[src/hw/pom_consts.vh]
// constants for the pin override monitor
`ifndef POM_CONSTS_VH
`define POM_CONSTS_VH
`define POM_ADDR_W 8
`define POM_OFS_SRC0 8'h50
`define POM_OFS_SRC1 8'h51
`define POM_OFS_SRC2 8'h52
`define POM_OFS_SRC3 8'h53
`define POM_OFS_MON 8'h54
`define POM_OFS_EN 8'h55
`define POM_OFS_STS 8'h56
`define POM_OFS_IFLG 8'h57
`define POM_OFS_IEN 8'h58
`define POM_OFS_MASK0_LO 8'h60
`define POM_OFS_OUT_LO 8'h68
`define POM_OFS_OUT_HI 8'h69
`define POM_OFS_DIR_LO 8'h6A
`define POM_OFS_DIR_HI 8'h6B
`define POM_SRC_COMP1 5'h10
`define POM_SRC_BUSDET 5'h11
`define POM_THR_SAFE0 3'h0
`define POM_THR_BUS0 3'h1
`define POM_THR_BUS1 3'h2
`define POM_THR_BUS2 3'h3
`define POM_SRC_RESET 8'h00
`endif

[src/hw/pom_function.v]
// one override function: source select, match and active flag
`timescale 1ns/1ps
`default_nettype none
`include "pom_consts.vh"
module pom_function (
  input wire sys_clk,
  input wire resetn,
  input wire [7:0] sourceSelect,
  input wire monitorLevel,
  input wire functionEnable,
  input wire [15:0] pinLevel,
  input wire comparatorOne,
  input wire [4:0] busMatch,
  output reg active,
  output wire matchPulse
);
  reg watched;
  reg valid;
  wire [2:0] thrSel = sourceSelect[7:5];
  wire [4:0] srcSel = sourceSelect[4:0];
  always @* begin
    valid = 1'b1;
    watched = 1'b0;
    if (srcSel[4] == 1'b0) begin
      watched = pinLevel[srcSel[3:0]];
    end else if (srcSel == `POM_SRC_COMP1) begin
      watched = comparatorOne;
    end else if (srcSel == `POM_SRC_BUSDET) begin
      case (thrSel)
        `POM_THR_SAFE0: watched = busMatch[0];
        `POM_THR_BUS0: watched = busMatch[1];
        `POM_THR_BUS1: watched = busMatch[2];
        `POM_THR_BUS2: watched = busMatch[3];
        default: watched = busMatch[4];
      endcase
    end else begin
      // reserved codes never trigger
      valid = 1'b0;
    end
  end
  // comparator inputs are high when above threshold, so level compare covers both cases
  wire match = functionEnable & valid & (watched == monitorLevel);
  assign matchPulse = match & ~active;
  always @(posedge sys_clk or negedge resetn) begin
    if (!resetn) begin
      active <= 1'b0;
    end else if (!functionEnable) begin
      active <= 1'b0;
    end else if (match) begin
      active <= 1'b1;
    end
  end
endmodule
`default_nettype wire

[src/hw/pin_override_monitor.v]
// pin override monitor: registers, four functions, pin takeover and interrupt
//
// Design decision made here: the address-and-strobe port.
`timescale 1ns/1ps
`default_nettype none
`include "pom_consts.vh"
module pom_pin_override_monitor (
  input wire sys_clk,
  input wire resetn,
  input wire [7:0] regAddr,
  input wire [7:0] regWdata,
  input wire regWrite,
  input wire regRead,
  output reg [7:0] regRdata,
  input wire [15:0] generalPinIn,
  input wire overcurrentComparatorOne,
  input wire overcurrentComparatorTwo,
  input wire safeZeroLevelMatch,
  input wire busThreshold0Match,
  input wire busThreshold1Match,
  input wire busThreshold2Match,
  input wire busThreshold3Match,
  input wire [15:0] normalPinOut,
  input wire [15:0] normalPinOutEnN,
  output reg [15:0] generalPinOut,
  output reg [15:0] generalPinOutEnN,
  output wire [3:0] overrideActive,
  output wire overrideIrq
);
  // two-flop synchronisers for every asynchronous source
  reg [22:0] syncA;
  reg [22:0] syncB;
  wire [22:0] rawIn = {busThreshold3Match, busThreshold2Match, busThreshold1Match, busThreshold0Match,
    safeZeroLevelMatch, overcurrentComparatorTwo, overcurrentComparatorOne, generalPinIn};
  always @(posedge sys_clk or negedge resetn) begin
    if (!resetn) begin
      syncA <= 23'h000000;
      syncB <= 23'h000000;
    end else begin
      syncA <= rawIn;
      syncB <= syncA;
    end
  end
  wire [15:0] pinRaw = syncB[15:0];
  wire comp1 = syncB[16];
  wire comp2 = syncB[17];
  wire [4:0] busMatch = syncB[22:18];
  // code 2 watches pin 2 or comparator two; they share the ball, so combine
  wire [15:0] pinLevel = {pinRaw[15:3], pinRaw[2] | comp2, pinRaw[1:0]};

  reg [7:0] sourceSelect [0:3];
  reg [3:0] monitorLevel;
  reg [3:0] overrideFunctionEnable;
  reg [3:0] overrideInterruptFlag;
  reg [3:0] overrideInterruptEnable;
  reg [15:0] overridePinMask [0:3];
  reg [15:0] overrideOutputValue;
  reg [15:0] overrideDirection;
  wire [3:0] matchPulse;

  genvar g;
  generate
    for (g = 0; g < 4; g = g + 1) begin : fn
      pom_function uFunc (
        .sys_clk(sys_clk),
        .resetn(resetn),
        .sourceSelect(sourceSelect[g]),
        .monitorLevel(monitorLevel[g]),
        .functionEnable(overrideFunctionEnable[g]),
        .pinLevel(pinLevel),
        .comparatorOne(comp1),
        .busMatch(busMatch),
        .active(overrideActive[g]),
        .matchPulse(matchPulse[g])
      );
    end
  endgenerate

  // compare against the base offsets bit for bit so no widths are mixed
  wire [7:0] srcBase = `POM_OFS_SRC0;
  wire [7:0] maskBase = `POM_OFS_MASK0_LO;
  wire inSrc = (regAddr[7:2] == srcBase[7:2]);
  wire inMask = (regAddr[7:3] == maskBase[7:3]);
  wire wrSrc = regWrite && inSrc;
  wire wrMask = regWrite && inMask;
  integer i;
  always @(posedge sys_clk or negedge resetn) begin
    if (!resetn) begin
      for (i = 0; i < 4; i = i + 1) begin
        sourceSelect[i] <= `POM_SRC_RESET;
        overridePinMask[i] <= 16'h0000;
      end
      monitorLevel <= 4'h0;
      overrideFunctionEnable <= 4'h0;
      overrideInterruptEnable <= 4'h0;
      overrideOutputValue <= 16'h0000;
      overrideDirection <= 16'h0000;
    end else if (regWrite) begin
      if (wrSrc) begin
        sourceSelect[regAddr[1:0]] <= regWdata;
      end
      if (wrMask) begin
        if (regAddr[0]) begin
          overridePinMask[regAddr[2:1]][15:8] <= regWdata;
        end else begin
          overridePinMask[regAddr[2:1]][7:0] <= regWdata;
        end
      end
      case (regAddr)
        `POM_OFS_MON: monitorLevel <= regWdata[3:0];
        `POM_OFS_EN: overrideFunctionEnable <= regWdata[3:0];
        `POM_OFS_IEN: overrideInterruptEnable <= regWdata[3:0];
        `POM_OFS_OUT_LO: overrideOutputValue[7:0] <= regWdata;
        `POM_OFS_OUT_HI: overrideOutputValue[15:8] <= regWdata;
        `POM_OFS_DIR_LO: overrideDirection[7:0] <= regWdata;
        `POM_OFS_DIR_HI: overrideDirection[15:8] <= regWdata;
        default: begin
        end
      endcase
    end
  end

  // flags: a new match wins over a write-one clear in the same cycle
  wire [3:0] flagClear = (regWrite && regAddr == `POM_OFS_IFLG) ? regWdata[3:0] : 4'h0;
  always @(posedge sys_clk or negedge resetn) begin
    if (!resetn) begin
      overrideInterruptFlag <= 4'h0;
    end else begin
      overrideInterruptFlag <= (overrideInterruptFlag & ~flagClear) | matchPulse;
    end
  end
  assign overrideIrq = |(overrideInterruptFlag & overrideInterruptEnable);

  // pin takeover; overlapping masks share the one value and direction pair
  reg [15:0] next_pinOut;
  reg [15:0] next_pinOutEnN;
  reg [15:0] claimed;
  integer f;
  always @* begin
    claimed = 16'h0000;
    for (f = 0; f < 4; f = f + 1) begin
      if (overrideActive[f]) begin
        claimed = claimed | overridePinMask[f];
      end
    end
    next_pinOut = (normalPinOut & ~claimed) | (overrideOutputValue & claimed);
    next_pinOutEnN = (normalPinOutEnN & ~claimed) | (~overrideDirection & claimed);
  end
  always @(posedge sys_clk or negedge resetn) begin
    if (!resetn) begin
      generalPinOut <= 16'h0000;
      generalPinOutEnN <= 16'hFFFF;
    end else begin
      generalPinOut <= next_pinOut;
      generalPinOutEnN <= next_pinOutEnN;
    end
  end

  // read data one cycle after the strobe; unmapped reads zero
  always @(posedge sys_clk or negedge resetn) begin
    if (!resetn) begin
      regRdata <= 8'h00;
    end else if (regRead) begin
      if (inSrc) begin
        regRdata <= sourceSelect[regAddr[1:0]];
      end else if (inMask) begin
        regRdata <= regAddr[0] ? overridePinMask[regAddr[2:1]][15:8] : overridePinMask[regAddr[2:1]][7:0];
      end else begin
        case (regAddr)
          `POM_OFS_MON: regRdata <= {4'h0, monitorLevel};
          `POM_OFS_EN: regRdata <= {4'h0, overrideFunctionEnable};
          `POM_OFS_STS: regRdata <= {4'h0, overrideActive};
          `POM_OFS_IFLG: regRdata <= {4'h0, overrideInterruptFlag};
          `POM_OFS_IEN: regRdata <= {4'h0, overrideInterruptEnable};
          `POM_OFS_OUT_LO: regRdata <= overrideOutputValue[7:0];
          `POM_OFS_OUT_HI: regRdata <= overrideOutputValue[15:8];
          `POM_OFS_DIR_LO: regRdata <= overrideDirection[7:0];
          `POM_OFS_DIR_HI: regRdata <= overrideDirection[15:8];
          default: regRdata <= 8'h00;
        endcase
      end
    end else begin
      regRdata <= 8'h00;
    end
  end
endmodule
`default_nettype wire

[config.mk]
export PLATFORM = sky130hd
export DESIGN_NAME = pom_pin_override_monitor
export DESIGN_NICKNAME = d
export VERILOG_FILES = /design/src/hw/pom_function.v /design/src/hw/pin_override_monitor.v
export VERILOG_INCLUDE_DIRS = /design/src /design/src/hw
export SDC_FILE = /design/constraint.sdc
export NUM_CORES = 1
export LEC_CHECK = 0
export ABC_CLOCK_PERIOD_IN_PS = 3600
export BUFFER_PORTS_ARGS = -buffer_cell sky130_fd_sc_hd__buf_4
export CORE_UTILIZATION = 40
export CTS_CLUSTER_DIAMETER = 40
export CTS_CLUSTER_SIZE = 10
export DETAILED_ROUTE_END_ITERATION = 8
export PLACE_DENSITY = 0.55
export SLEW_MARGIN = 20
export SYNTH_ARGS = -nofsm -noshare
export SYNTH_HDL_FRONTEND = slang
export SYNTH_SLANG_ARGS = --single-unit
[constraint.sdc]
create_clock -name sys_clk -period 3.6 [get_ports sys_clk]
set_input_delay 0.54 -clock sys_clk [delete_from_list [all_inputs] [get_ports sys_clk]]
set_output_delay 0.54 -clock sys_clk [all_outputs]
set_load 0.1 [all_outputs]
==> results.yml, run 1 <==
clock_network:
  numCtsBuffers: 38
  clock_latency_ps: 510
  cts_resized: 0
  cts_hold_buffers: 0
  htreeDepth: 2
  cts_buffer_depth: 3
  cts-root-buf: "clkbuf_16"
  cts_sinks: 234
  tritoncts: "done"
  clkTransAtPathRegs_ps: 50
  post_cts_buffers: 0
sta:
  relSlewSlack_pct: 28.00
  period_minus_slack_ps: 2597
  finalSetupTns_ps: 0
  hold_viol: 0
  fin_ws_ps: 1003
  setup_viol: 0
  fmax_ghz: 0.3851
  worstMarginPinSlew_ps: 1080
  skew_ps: 13.76
  slew_violations: 0
  min_period_over_period_pct: 72.13
  rsz0062_at_grt: "no"
floorplanning:
  ioPinCount: 120
  start_util_pct: 40.64
  die_h_um: 167.0
  die-area_mm2: 0.02789
  rows: 60
  coreArea_mm2: 0.02680
  dieWidth_um: 167.0
yosys:
  syn_area_mm2: 0.01089
  synth_nets: 902
  synthCells: 827
  synth-async-reset-ratio_pct: 100.0
  synth_area_leader_cell: "dfrtp_1"
  yosysTopAreaCellShare_pct: 50.09
  synth-seq-cells: 234
  synth.top_cells.by_area: "dfrtp_1, mux2_2, mux4_2, dfstp_2, a22oi_1"
  syn_area_per_cell_um2: 13.17
  ys_warn_count: 0
  synthFlopType: "dfrtp_1"
  synth_edf_count: 0
  synthDistinctLibCells: 48
  ys_seq_area_share_pct: 53.95
finish:
  layout_commonest_cell: "dfrtp_1"
  antennaDiodeCount: 0
  area_delta_synth_final_pct: 23.42
  fillCellCount: 2367
  final_cell_mix: "dfrtp_1, buf_4, mux2_2"
  layout-drive-gt1-share_pct: 41.77
  multi_input_area_mm2: 0.004715
  post-route-util_pct: 50.16
  regArea_mm2: 0.005876
  nets: 1033
setup_path:
  r2r_end: "overrideInterruptFlag[1]"
  crit_start: "regAddr[4]"
  cp_max_fo: 11
  reg2reg_slack_ps: 1160
  crit_arrival_ps: 2980
  r2r_start: "sourceSelect[16]"
  critPathCaptureType: "flop"
  crit_type: "input pin to flop"
  ff2ff_path_depth: 5
  cp.required_ps: 3990
  startpoint_type: "input pin"
  worstSetupEndpoint: "overrideOutputValue[14]"
power:
  p_leak_nw: 6.007
  powerDensity_mw_per_mm2: 534.0
  ir_drop_mv: 0.3058
detailed_routing:
  ant_nets: 0
  drt_pass1_iterations: 5
  routed_wl_mm: 31.13
  vias_per_cell: 5.782
  wire_per_inst_um: 23.50
  first_iter_violations: 687
  vias: 7661
  drc: 0
placement:
  place.gp.congestion: 0.8213
  dp_slack_ps: 556.7
  io_buffers: 119
  dp_hpwl_mm: 21.08
status:
  outcome: "completed"
global_routing:
  grt_pass1_vias: 7863
  antenna_found_initial: 0
  grt_max_degree: 105
  grt_overflow: 0
  gr-usage-all-layers_pct: 23.22
  grt_pass1_wl_mm: 48.78
worst_hold_path:
  hp-class: "input pin to async pin"
flow_run:
  cap_violations: 0
## sequential cells by signal (all words and copies together), names as in the netlist
register,count
fn.uFunc.active,4
generalPinOut,16
generalPinOutEnN,16
monitorLevel,4
overrideDirection,16
overrideFunctionEnable,4
overrideInterruptEnable,4
overrideInterruptFlag,4
overrideOutputValue,16
overridePinMask,64
regRdata,8
sourceSelect,32
syncA,23
syncB,23
## where the power goes
group / total (mW) / internal, mW / switching [mW]
clock network: 3.60 / 2.34 / 1.26
logic: 0.682 / 0.261 / 0.421
registers: 2.90 / 2.77 / 0.129
## metrics by stage
stage	cells	power [mW]	hold WS, ps	cell area [um^2]
6_report	1325	7.178	108.6	13440
5_1_grt	1325	7.444	115.7	13440
4_1_cts	1325	7.257	117.1	13440
3_5_place_dp	1259	3.622	334.7	12180
3_3_place_gp	1259	3.617	333.1	12180
2_1_floorplan	827	3.334	244.4	10890
## worst max-delay path, stage by stage
cell and delay, ps:
buf_4 120, nand2b_1 200, or3_1 650, nor3_2 590, nand2_1 470, mux2_2 400
## per-layer routing
metal / share of wire, % / vias up / GRT usage, %
met5: 0 / - / 0
met1: 45 / 3956 / 33.31
li1: - / 3368 / -
met2: 46 / 284 / 35.11
met3: 7.0 / 53 / 5.299
met4: 2.2 / 0 / 6.804
## worst min path at each step
stage,depth (start not counted),slack [ps],to,start
5_1_grt,1,120,syncA[19],busThreshold0Match
2_1_floorplan,0,240,fn[0].uFunc.active,resetn
3_5_place_dp,0,330,syncB[20],syncA[20]
6_report,1,110,syncA[10],resetn
4_1_cts,1,120,syncA[18],safeZeroLevelMatch
3_3_place_gp,0,330,syncB[14],syncA[14]
## logic make-up (layout without fill, tap and decap cells)
logic type | after synthesis | count (layout) | synth area share, %
flops | 234 | 234 | 53.95
mux | 188 | 188 | 24.25
simple gates | 182 | 182 | 9.248
compound gates | 157 | 157 | 9.787
buf+inv | 66 | 223 | 2.769
## cells in the mapped netlist, types with 2 or more instances
cell and instances:
nand2b_1 11, inv_1 13, o22ai_1 7, or2_2 2
nor4_2 3, a21oi_1 27, o41ai_2 6, a31oi_1 7
buf_6 3, nor4_1 7, nand2_1 82, a2111oi_0 4
buf_1 3, nor3_2 6, buf_4 4, or4b_1 3
nor4_4 2, o31ai_1 4, and2_1 2, and3b_1 2
nor2b_1 2, nor3b_1 7, mux2i_1 7, and3_1 2
or3_1 9, o21ai_0 39, mux4_2 34, nand3b_1 5
nand3_1 3, dfstp_2 16, dfrtp_1 218, a221oi_1 5
mux4_1 10, o31a_1 3, a211oi_1 2, a21boi_0 4
clkbuf_1 30, mux2_2 137, a21o_1 4, nor3_4 3
a22oi_1 43, nor3_1 8, nor2_1 21, buf_2 13
## layout make-up
cell class | instances | share of cell area [%]
clock inverter | 16 | 1.610
clock buffer | 50 | 7.790
sequential | 234 | 43.71
inverter | 13 | 0.3630
tap | 341 | 3.174
timing repair buffer | 144 | 8.284
multi-input combinational | 527 | 35.07
No activity file was read; power rests on OpenSTA's default activity.
==> run 2, diff against run 1 <==
--- a/config.mk
+++ b/config.mk
@@ -6,7 +6,7 @@
 export SDC_FILE = /design/constraint.sdc
 export NUM_CORES = 1
 export LEC_CHECK = 0
-export ABC_CLOCK_PERIOD_IN_PS = 3600
+export ABC_CLOCK_PERIOD_IN_PS = 2500
 export BUFFER_PORTS_ARGS = -buffer_cell sky130_fd_sc_hd__buf_4
 export CORE_UTILIZATION = 40
 export CTS_CLUSTER_DIAMETER = 40
==> constraint.sdc (replaced) <==
create_clock -name sys_clk -period 2.5 [get_ports sys_clk]
set_input_delay 0.375 -clock sys_clk [delete_from_list [all_inputs] [get_ports sys_clk]]
set_output_delay 0.375 -clock sys_clk [all_outputs]
set_load 0.1 [all_outputs]
==> run 2 against run 1 <==
Final area increased by 4.5%. Via count rose by 1.7%. Clock skew up 8.0 ps. Routed wire length is 0.70% higher. Register-to-register slack got worse by 880 ps. First-iteration DRC count is 11% lower. Non-clock buffer count is 56 higher. Clock power up 52%. Setup slack lost 810 ps. Critical path type is now flop to primary output. Largest power group unchanged.
==> results.yml, run 2 (synthesis results as in run 1) <==
setup_path:
  crit_slowest_cell: "dfrtp_1"
  worst-path-buf-inv: 1
  startpoint_type: "flop"
  crit_type: "flop to primary output"
  reg2reg_slack_ps: 280
  critPathCaptureType: "primary output"
  cpLargestDelayFamily: "flip-flops"
  r2r_end: "overrideInterruptFlag[1]"
  ff2ff_path_depth: 6
  crit_arrival_ps: 1930
  cp.required_ps: 2120
  crit_chain: "buf_4"
  r2r_start: "sourceSelect[16]"
  critical_path.max_stage_delay_ps: 990
  cp_max_fo: 20
finish:
  stdcell_count: 1386
  nets: 1091
  reg_top3: "overridePinMask (64), sourceSelect (32)"
  largest_register_ffs: 64
  antennaDiodeCount: 0
  largest-register: "overridePinMask"
  area_delta_synth_final_pct: 28.96
  layout-drive-gt1-share_pct: 43.16
  final_cell_mix: "dfrtp_1, buf_4, mux2_2"
  layout_commonest_cell: "dfrtp_1"
sta:
  hold_ws_ps: 81.46
  hold_viol: 0
  rsz0062_at_grt: "no"
  min_period_over_period_pct: 92.32
  skew_ps: 21.77
  fmax_ghz: 0.4333
  relSlewSlack_pct: 33.23
  finalSetupTns_ps: 0
  slew_violations: 0
  setup_viol: 0
  period_minus_slack_ps: 2308
  worstMarginPinSlew_ps: 1002
clock_network:
  clkTransAtPathRegs_ps: 50
  htreeDepth: 2
  cts-root-buf: "clkbuf_16"
  cts_buffer_depth: 3
  numCtsBuffers: 40
  cts_resized: 0
  cts_sinks: 234
  clock_latency_ps: 520
  tritoncts: "done"
floorplanning:
  start_util_pct: 40.64
  die_h_um: 167.0
  coreArea_mm2: 0.02680
  dieWidth_um: 167.0
  die-area_mm2: 0.02789
  rows: 60
  ioPinCount: 120
detailed_routing:
  drt_pass1_iterations: 5
  drc: 0
  routed_wl_mm: 31.35
  ant_nets: 0
  vias_per_cell: 5.623
  vias: 7794
  wire_per_inst_um: 22.62
  first_iter_violations: 611
global_routing:
  grt_pass1_wl_mm: 48.80
  antenna_found_initial: 0
  grt_pass1_vias: 8152
  grt_max_degree: 64
  grt_overflow: 0
  gr-usage-all-layers_pct: 23.11
power:
  power.share.switching_pct: 25.59
  intPower_mw: 7.937
  power.share.clock_pct: 51.2
  powerDensity_mw_per_mm2: 759.4
  p_sw_mw: 2.729
  ir_drop_mv: 0.5460
  combPwrFrac_pct: 9.8
  p_leak_nw: 6.328
  seq_power_share_pct: 39.0
status:
  outcome: "completed"
placement:
  place.gp.congestion: 0.8365
  place_inst: 1291
  dp_hpwl_mm: 21.29
  io_buffers: 119
worst_hold_path:
  hp-start: "normalPinOut[1]"
  hp-class: "input pin to flop"
  whs_endpoint: "generalPinOut[1]"
  hold_depth: 2
flow_run:
  cap_violations: 0
[run 2: cell type report]
type                    instances  area (um^2)
clock buffers                  49         1086
clock inverters                22        262.8
fillers                      2336        12750
inverters                      13        48.80
multi-input cells             527         4715
flip-flops and latches        234         5876
well taps                     341        426.7
repair buffers                200         1632
[run 2: through the flow]
stage	utilization [%]	total power, mW	area (um^2)	worst slack, ps
after CTS	52.41	10.78	14050	199.4
after detailed placement	46.48	5.235	12460	113.4
after floorplan	-	4.801	10890	411.4
final	52.41	10.67	14050	192.1
after global placement	46.48	5.224	12460	112.0
after global routing	52.41	11.03	14050	158.7
[run 2: how the worst max path moves through the flow]
| stage | start | to | slack, ps | cells after the start |
|---|---|---|---|---|
| floorplan | sourceSelect[16] | overrideInterruptFlag[1] | 410 | 6 |
| finish | fn[2].uFunc.active | overrideActive[2] | 190 | 1 |
| detailed placement | regAddr[1] | regRdata[2] | 110 | 7 |
| global route | fn[2].uFunc.active | overrideActive[2] | 160 | 1 |
| CTS | fn[2].uFunc.active | overrideActive[2] | 200 | 1 |
| global placement | regAddr[1] | regRdata[2] | 110 | 7 |
[run 2: metal layers]
layer / vias up / share of wire (%) / global-route usage [%]
li1: 3499 / - / -
met2: 260 / 47 / 35.71
met3: 52 / 5.7 / 4.705
met4: 0 / 2.1 / 6.844
met1: 3983 / 46 / 32.84
met5: - / 0 / 0
[run 2: timing repair]
item | in CTS | in global routing
endpoints found under the hold margin | 78 | 0
hold buffers | 24 | 0
setup buffers | 0 | 0
[run 2: power groups by stage]
| stage | sequential (mW) | clock [mW] | combinational [mW] |
|---|---|---|---|
| finish | 4.16 | 5.46 | 1.05 |
| global route | 4.18 | 5.74 | 1.12 |
| CTS | 4.15 | 5.57 | 1.05 |
| detailed placement | 4.21 | 0 | 1.02 |
| global placement | 4.21 | 0 | 1.01 |
| floorplan | 4.34 | 0 | 0.462 |
==> run 3, diff against run 2 <==
--- a/config.mk
+++ b/config.mk
@@ -6,13 +6,16 @@
 export SDC_FILE = /design/constraint.sdc
 export NUM_CORES = 1
 export LEC_CHECK = 0
+export ABC_AREA = 1
 export ABC_CLOCK_PERIOD_IN_PS = 2500
 export BUFFER_PORTS_ARGS = -buffer_cell sky130_fd_sc_hd__buf_4
-export CORE_UTILIZATION = 40
+export CELL_PAD_IN_SITES_DETAIL_PLACEMENT = 1
+export CELL_PAD_IN_SITES_GLOBAL_PLACEMENT = 2
+export CORE_UTILIZATION = 35
 export CTS_CLUSTER_DIAMETER = 40
 export CTS_CLUSTER_SIZE = 10
 export DETAILED_ROUTE_END_ITERATION = 8
-export PLACE_DENSITY = 0.55
+export PLACE_DENSITY = 0.76
 export SLEW_MARGIN = 20
 export SYNTH_ARGS = -nofsm -noshare
 export SYNTH_HDL_FRONTEND = slang
==> run 3 against run 2 <==
Non-clock buffer count down 9. Worst hold slack worse by 18 ps. Final area down 0.30%. Cell count grew 38%. Via count is 29% higher. Clock skew is 4.7 ps lower. Die area up 15%. Largest cell class unchanged. Highest routed layer unchanged.
==> results.yml, run 3 <==
status:
  outcome: "completed"
setup_path:
  crit_arrival_ps: 1910
  crit_type: "flop to primary output"
  crit_chain: "buf_4"
  worst-path-buf-inv: 1
  critPathCaptureType: "primary output"
  startpoint_type: "flop"
  cp_max_fo: 18
  cpLargestDelayFamily: "flip-flops"
  critical_path.max_stage_delay_ps: 960
  cp.required_ps: 2120
  crit_slowest_cell: "dfrtp_1"
detailed_routing:
  vias_per_cell: 5.251
  wire_per_inst_um: 21.04
  first_iter_violations: 812
  vias: 10030
  drc: 0
  ant_nets: 0
  drt_pass1_iterations: 5
  routed_wl_mm: 40.22
floorplanning:
  dieWidth_um: 178.8
  die_h_um: 178.8
  ioPinCount: 120
  rows: 64
  coreArea_mm2: 0.03067
  start_util_pct: 35.67
  die-area_mm2: 0.03197
yosys:
  ys_warn_count: 0
  yosysTopAreaCellShare_pct: 49.86
  ys_seq_area_share_pct: 53.71
  synth-seq-cells: 234
  synthFlopType: "dfrtp_1"
  synth_area_leader_cell: "dfrtp_1"
  synthDistinctLibCells: 38
  synthTopCellsByCount: "nand2_1, dfrtp_1, o21ai_0"
  synth_edf_count: 0
  synthCells: 1304
  post-synth-top-count-cell: "nand2_1"
  synth_nets: 1379
  syn_area_per_cell_um2: 8.390
  synth-async-reset-ratio_pct: 100.0
  syn_area_mm2: 0.01094
  synth.top_cells.by_area: "dfrtp_1, nand2_1, o21ai_0, inv_1, dfstp_2"
placement:
  dp_slack_ps: 343.4
  place.gp.congestion: 0.8814
  dp_hpwl_mm: 29.10
  place_inst: 1814
  dpl_cell_area_mm2: 0.01244
  io_buffers: 119
clock_network:
  htreeDepth: 2
  post_cts_buffers: 0
  cts_resized: 0
  clock_latency_ps: 520
  cts_buffer_depth: 3
  cts-root-buf: "clkbuf_16"
  cts_sinks: 234
  numCtsBuffers: 40
  clkTransAtPathRegs_ps: 50
  tritoncts: "done"
  cts_hold_buffers: 24
global_routing:
  grt_pass1_vias: 10420
  grt_pass1_wl_mm: 61.54
  grt_max_degree: 69
  grt_overflow: 0
  antenna_found_initial: 1
  gr-usage-all-layers_pct: 25.94
sta:
  rsz0062_at_grt: "no"
  period_minus_slack_ps: 2290
  hold_ws_ps: 63.71
  fin_ws_ps: 210.2
  fmax_ghz: 0.4367
  skew_ps: 17.10
  hold_viol: 0
  setup_viol: 0
  min_period_over_period_pct: 91.59
  relSlewSlack_pct: 36.54
  worstMarginPinSlew_ps: 951.9
  slew_violations: 0
  finalSetupTns_ps: 0
worst_hold_path:
  hp-class: "input pin to flop"
finish:
  largest-register: "overridePinMask"
  final_area_mm2: 0.01400
  nets: 1559
  area_delta_synth_final_pct: 28.00
  reg_top3: "overridePinMask (64), sourceSelect (32)"
  fillCellCount: 3634
  post-route-util_pct: 45.66
  stdcell_count: 1911
  final_cell_mix: "nand2_1, dfrtp_1, buf_4"
  largest_register_ffs: 64
  layout-drive-gt1-share_pct: 19.68
  layout_commonest_cell: "nand2_1"
power:
  p_leak_nw: 6.547
  finalPower_mw: 10.64
  powerDensity_mw_per_mm2: 759.5
  ir_drop_mv: 0.9378
flow_run:
  cap_violations: 0
==> run 3: changes by cell type in the layout (fill, tap and decap cells not counted), sizes merged, moves of 12 or more <==
cell,previous run,this run
mux4,44,0
a22oi,43,1
nand2,82,418
mux2,137,4
o21ai,39,202
nor2,21,67
inv,19,131
nor3,17,5
a221oi,5,17
nand3,3,82
o22ai,7,22
==> run 3: worst paths after layout <==
check,from,to,slack (ps),depth (start not counted)
min in group asynchronous,resetn,syncA[9],420,2
worst min-delay path,normalPinOut[14],generalPinOut[14],60,3
worst min register to register,syncA[16],syncB[16],340,0
worst max register to register,fn[1].uFunc.active,generalPinOut[9],420,7
max in group asynchronous,resetn,generalPinOutEnN[12],1310,3
worst max-delay path,fn[3].uFunc.active,overrideActive[3],210,1
==> run 3: final cells by class <==
class	instances	area, um^2	share of cell area (%)
flip-flops and latches	234	5876	41.96
diodes	1	2.502	0.01787
inverters	129	490.5	3.503
repair buffers	191	1551	11.08
well taps	396	495.5	3.538
clock inverters	15	155.1	1.108
clock buffers	57	1166	8.327
multi-input cells	888	4267	30.47
==> run 3: kinds of logic (layout without fill, tap and decap cells) <==
| logic type | Yosys count | count (layout) | share of synthesized area [%] |
|---|---|---|---|
| AOI/OAI and AO/OA | 298 | 298 | 15.34 |
| buffers and inverters | 182 | 392 | 7.296 |
| DFF | 234 | 234 | 53.71 |
| muxes | 4 | 4 | 0.4117 |
| other | 0 | 1 | 0 |
| and+or+nand+nor | 586 | 586 | 23.25 |
==> run 3: power breakdown <==
| group | switching [mW] | internal (mW) |
|---|---|---|
| sequential | 0.158 | 3.98 |
| combinational | 0.798 | 0.350 |
| clock | 1.89 | 3.46 |
==> run 3: layer usage <==
layer  vias up  track usage [%]  wire [um]
met5         -                0          0
met4         0            7.274        812
met3        57            4.326       2359
met2       318            40.27      18420
met1      4992            37.06      18630
li1       4667                -          -
==> run 3: worst reg2reg max path, stage by stage (launching register included) <==
cell and delay (ps):
dfrtp_1 380, inv_1 220, buf_4 260, o22ai_1 120, a221oi_1 610, buf_4 260
nand2_1 50, o21ai_0 80
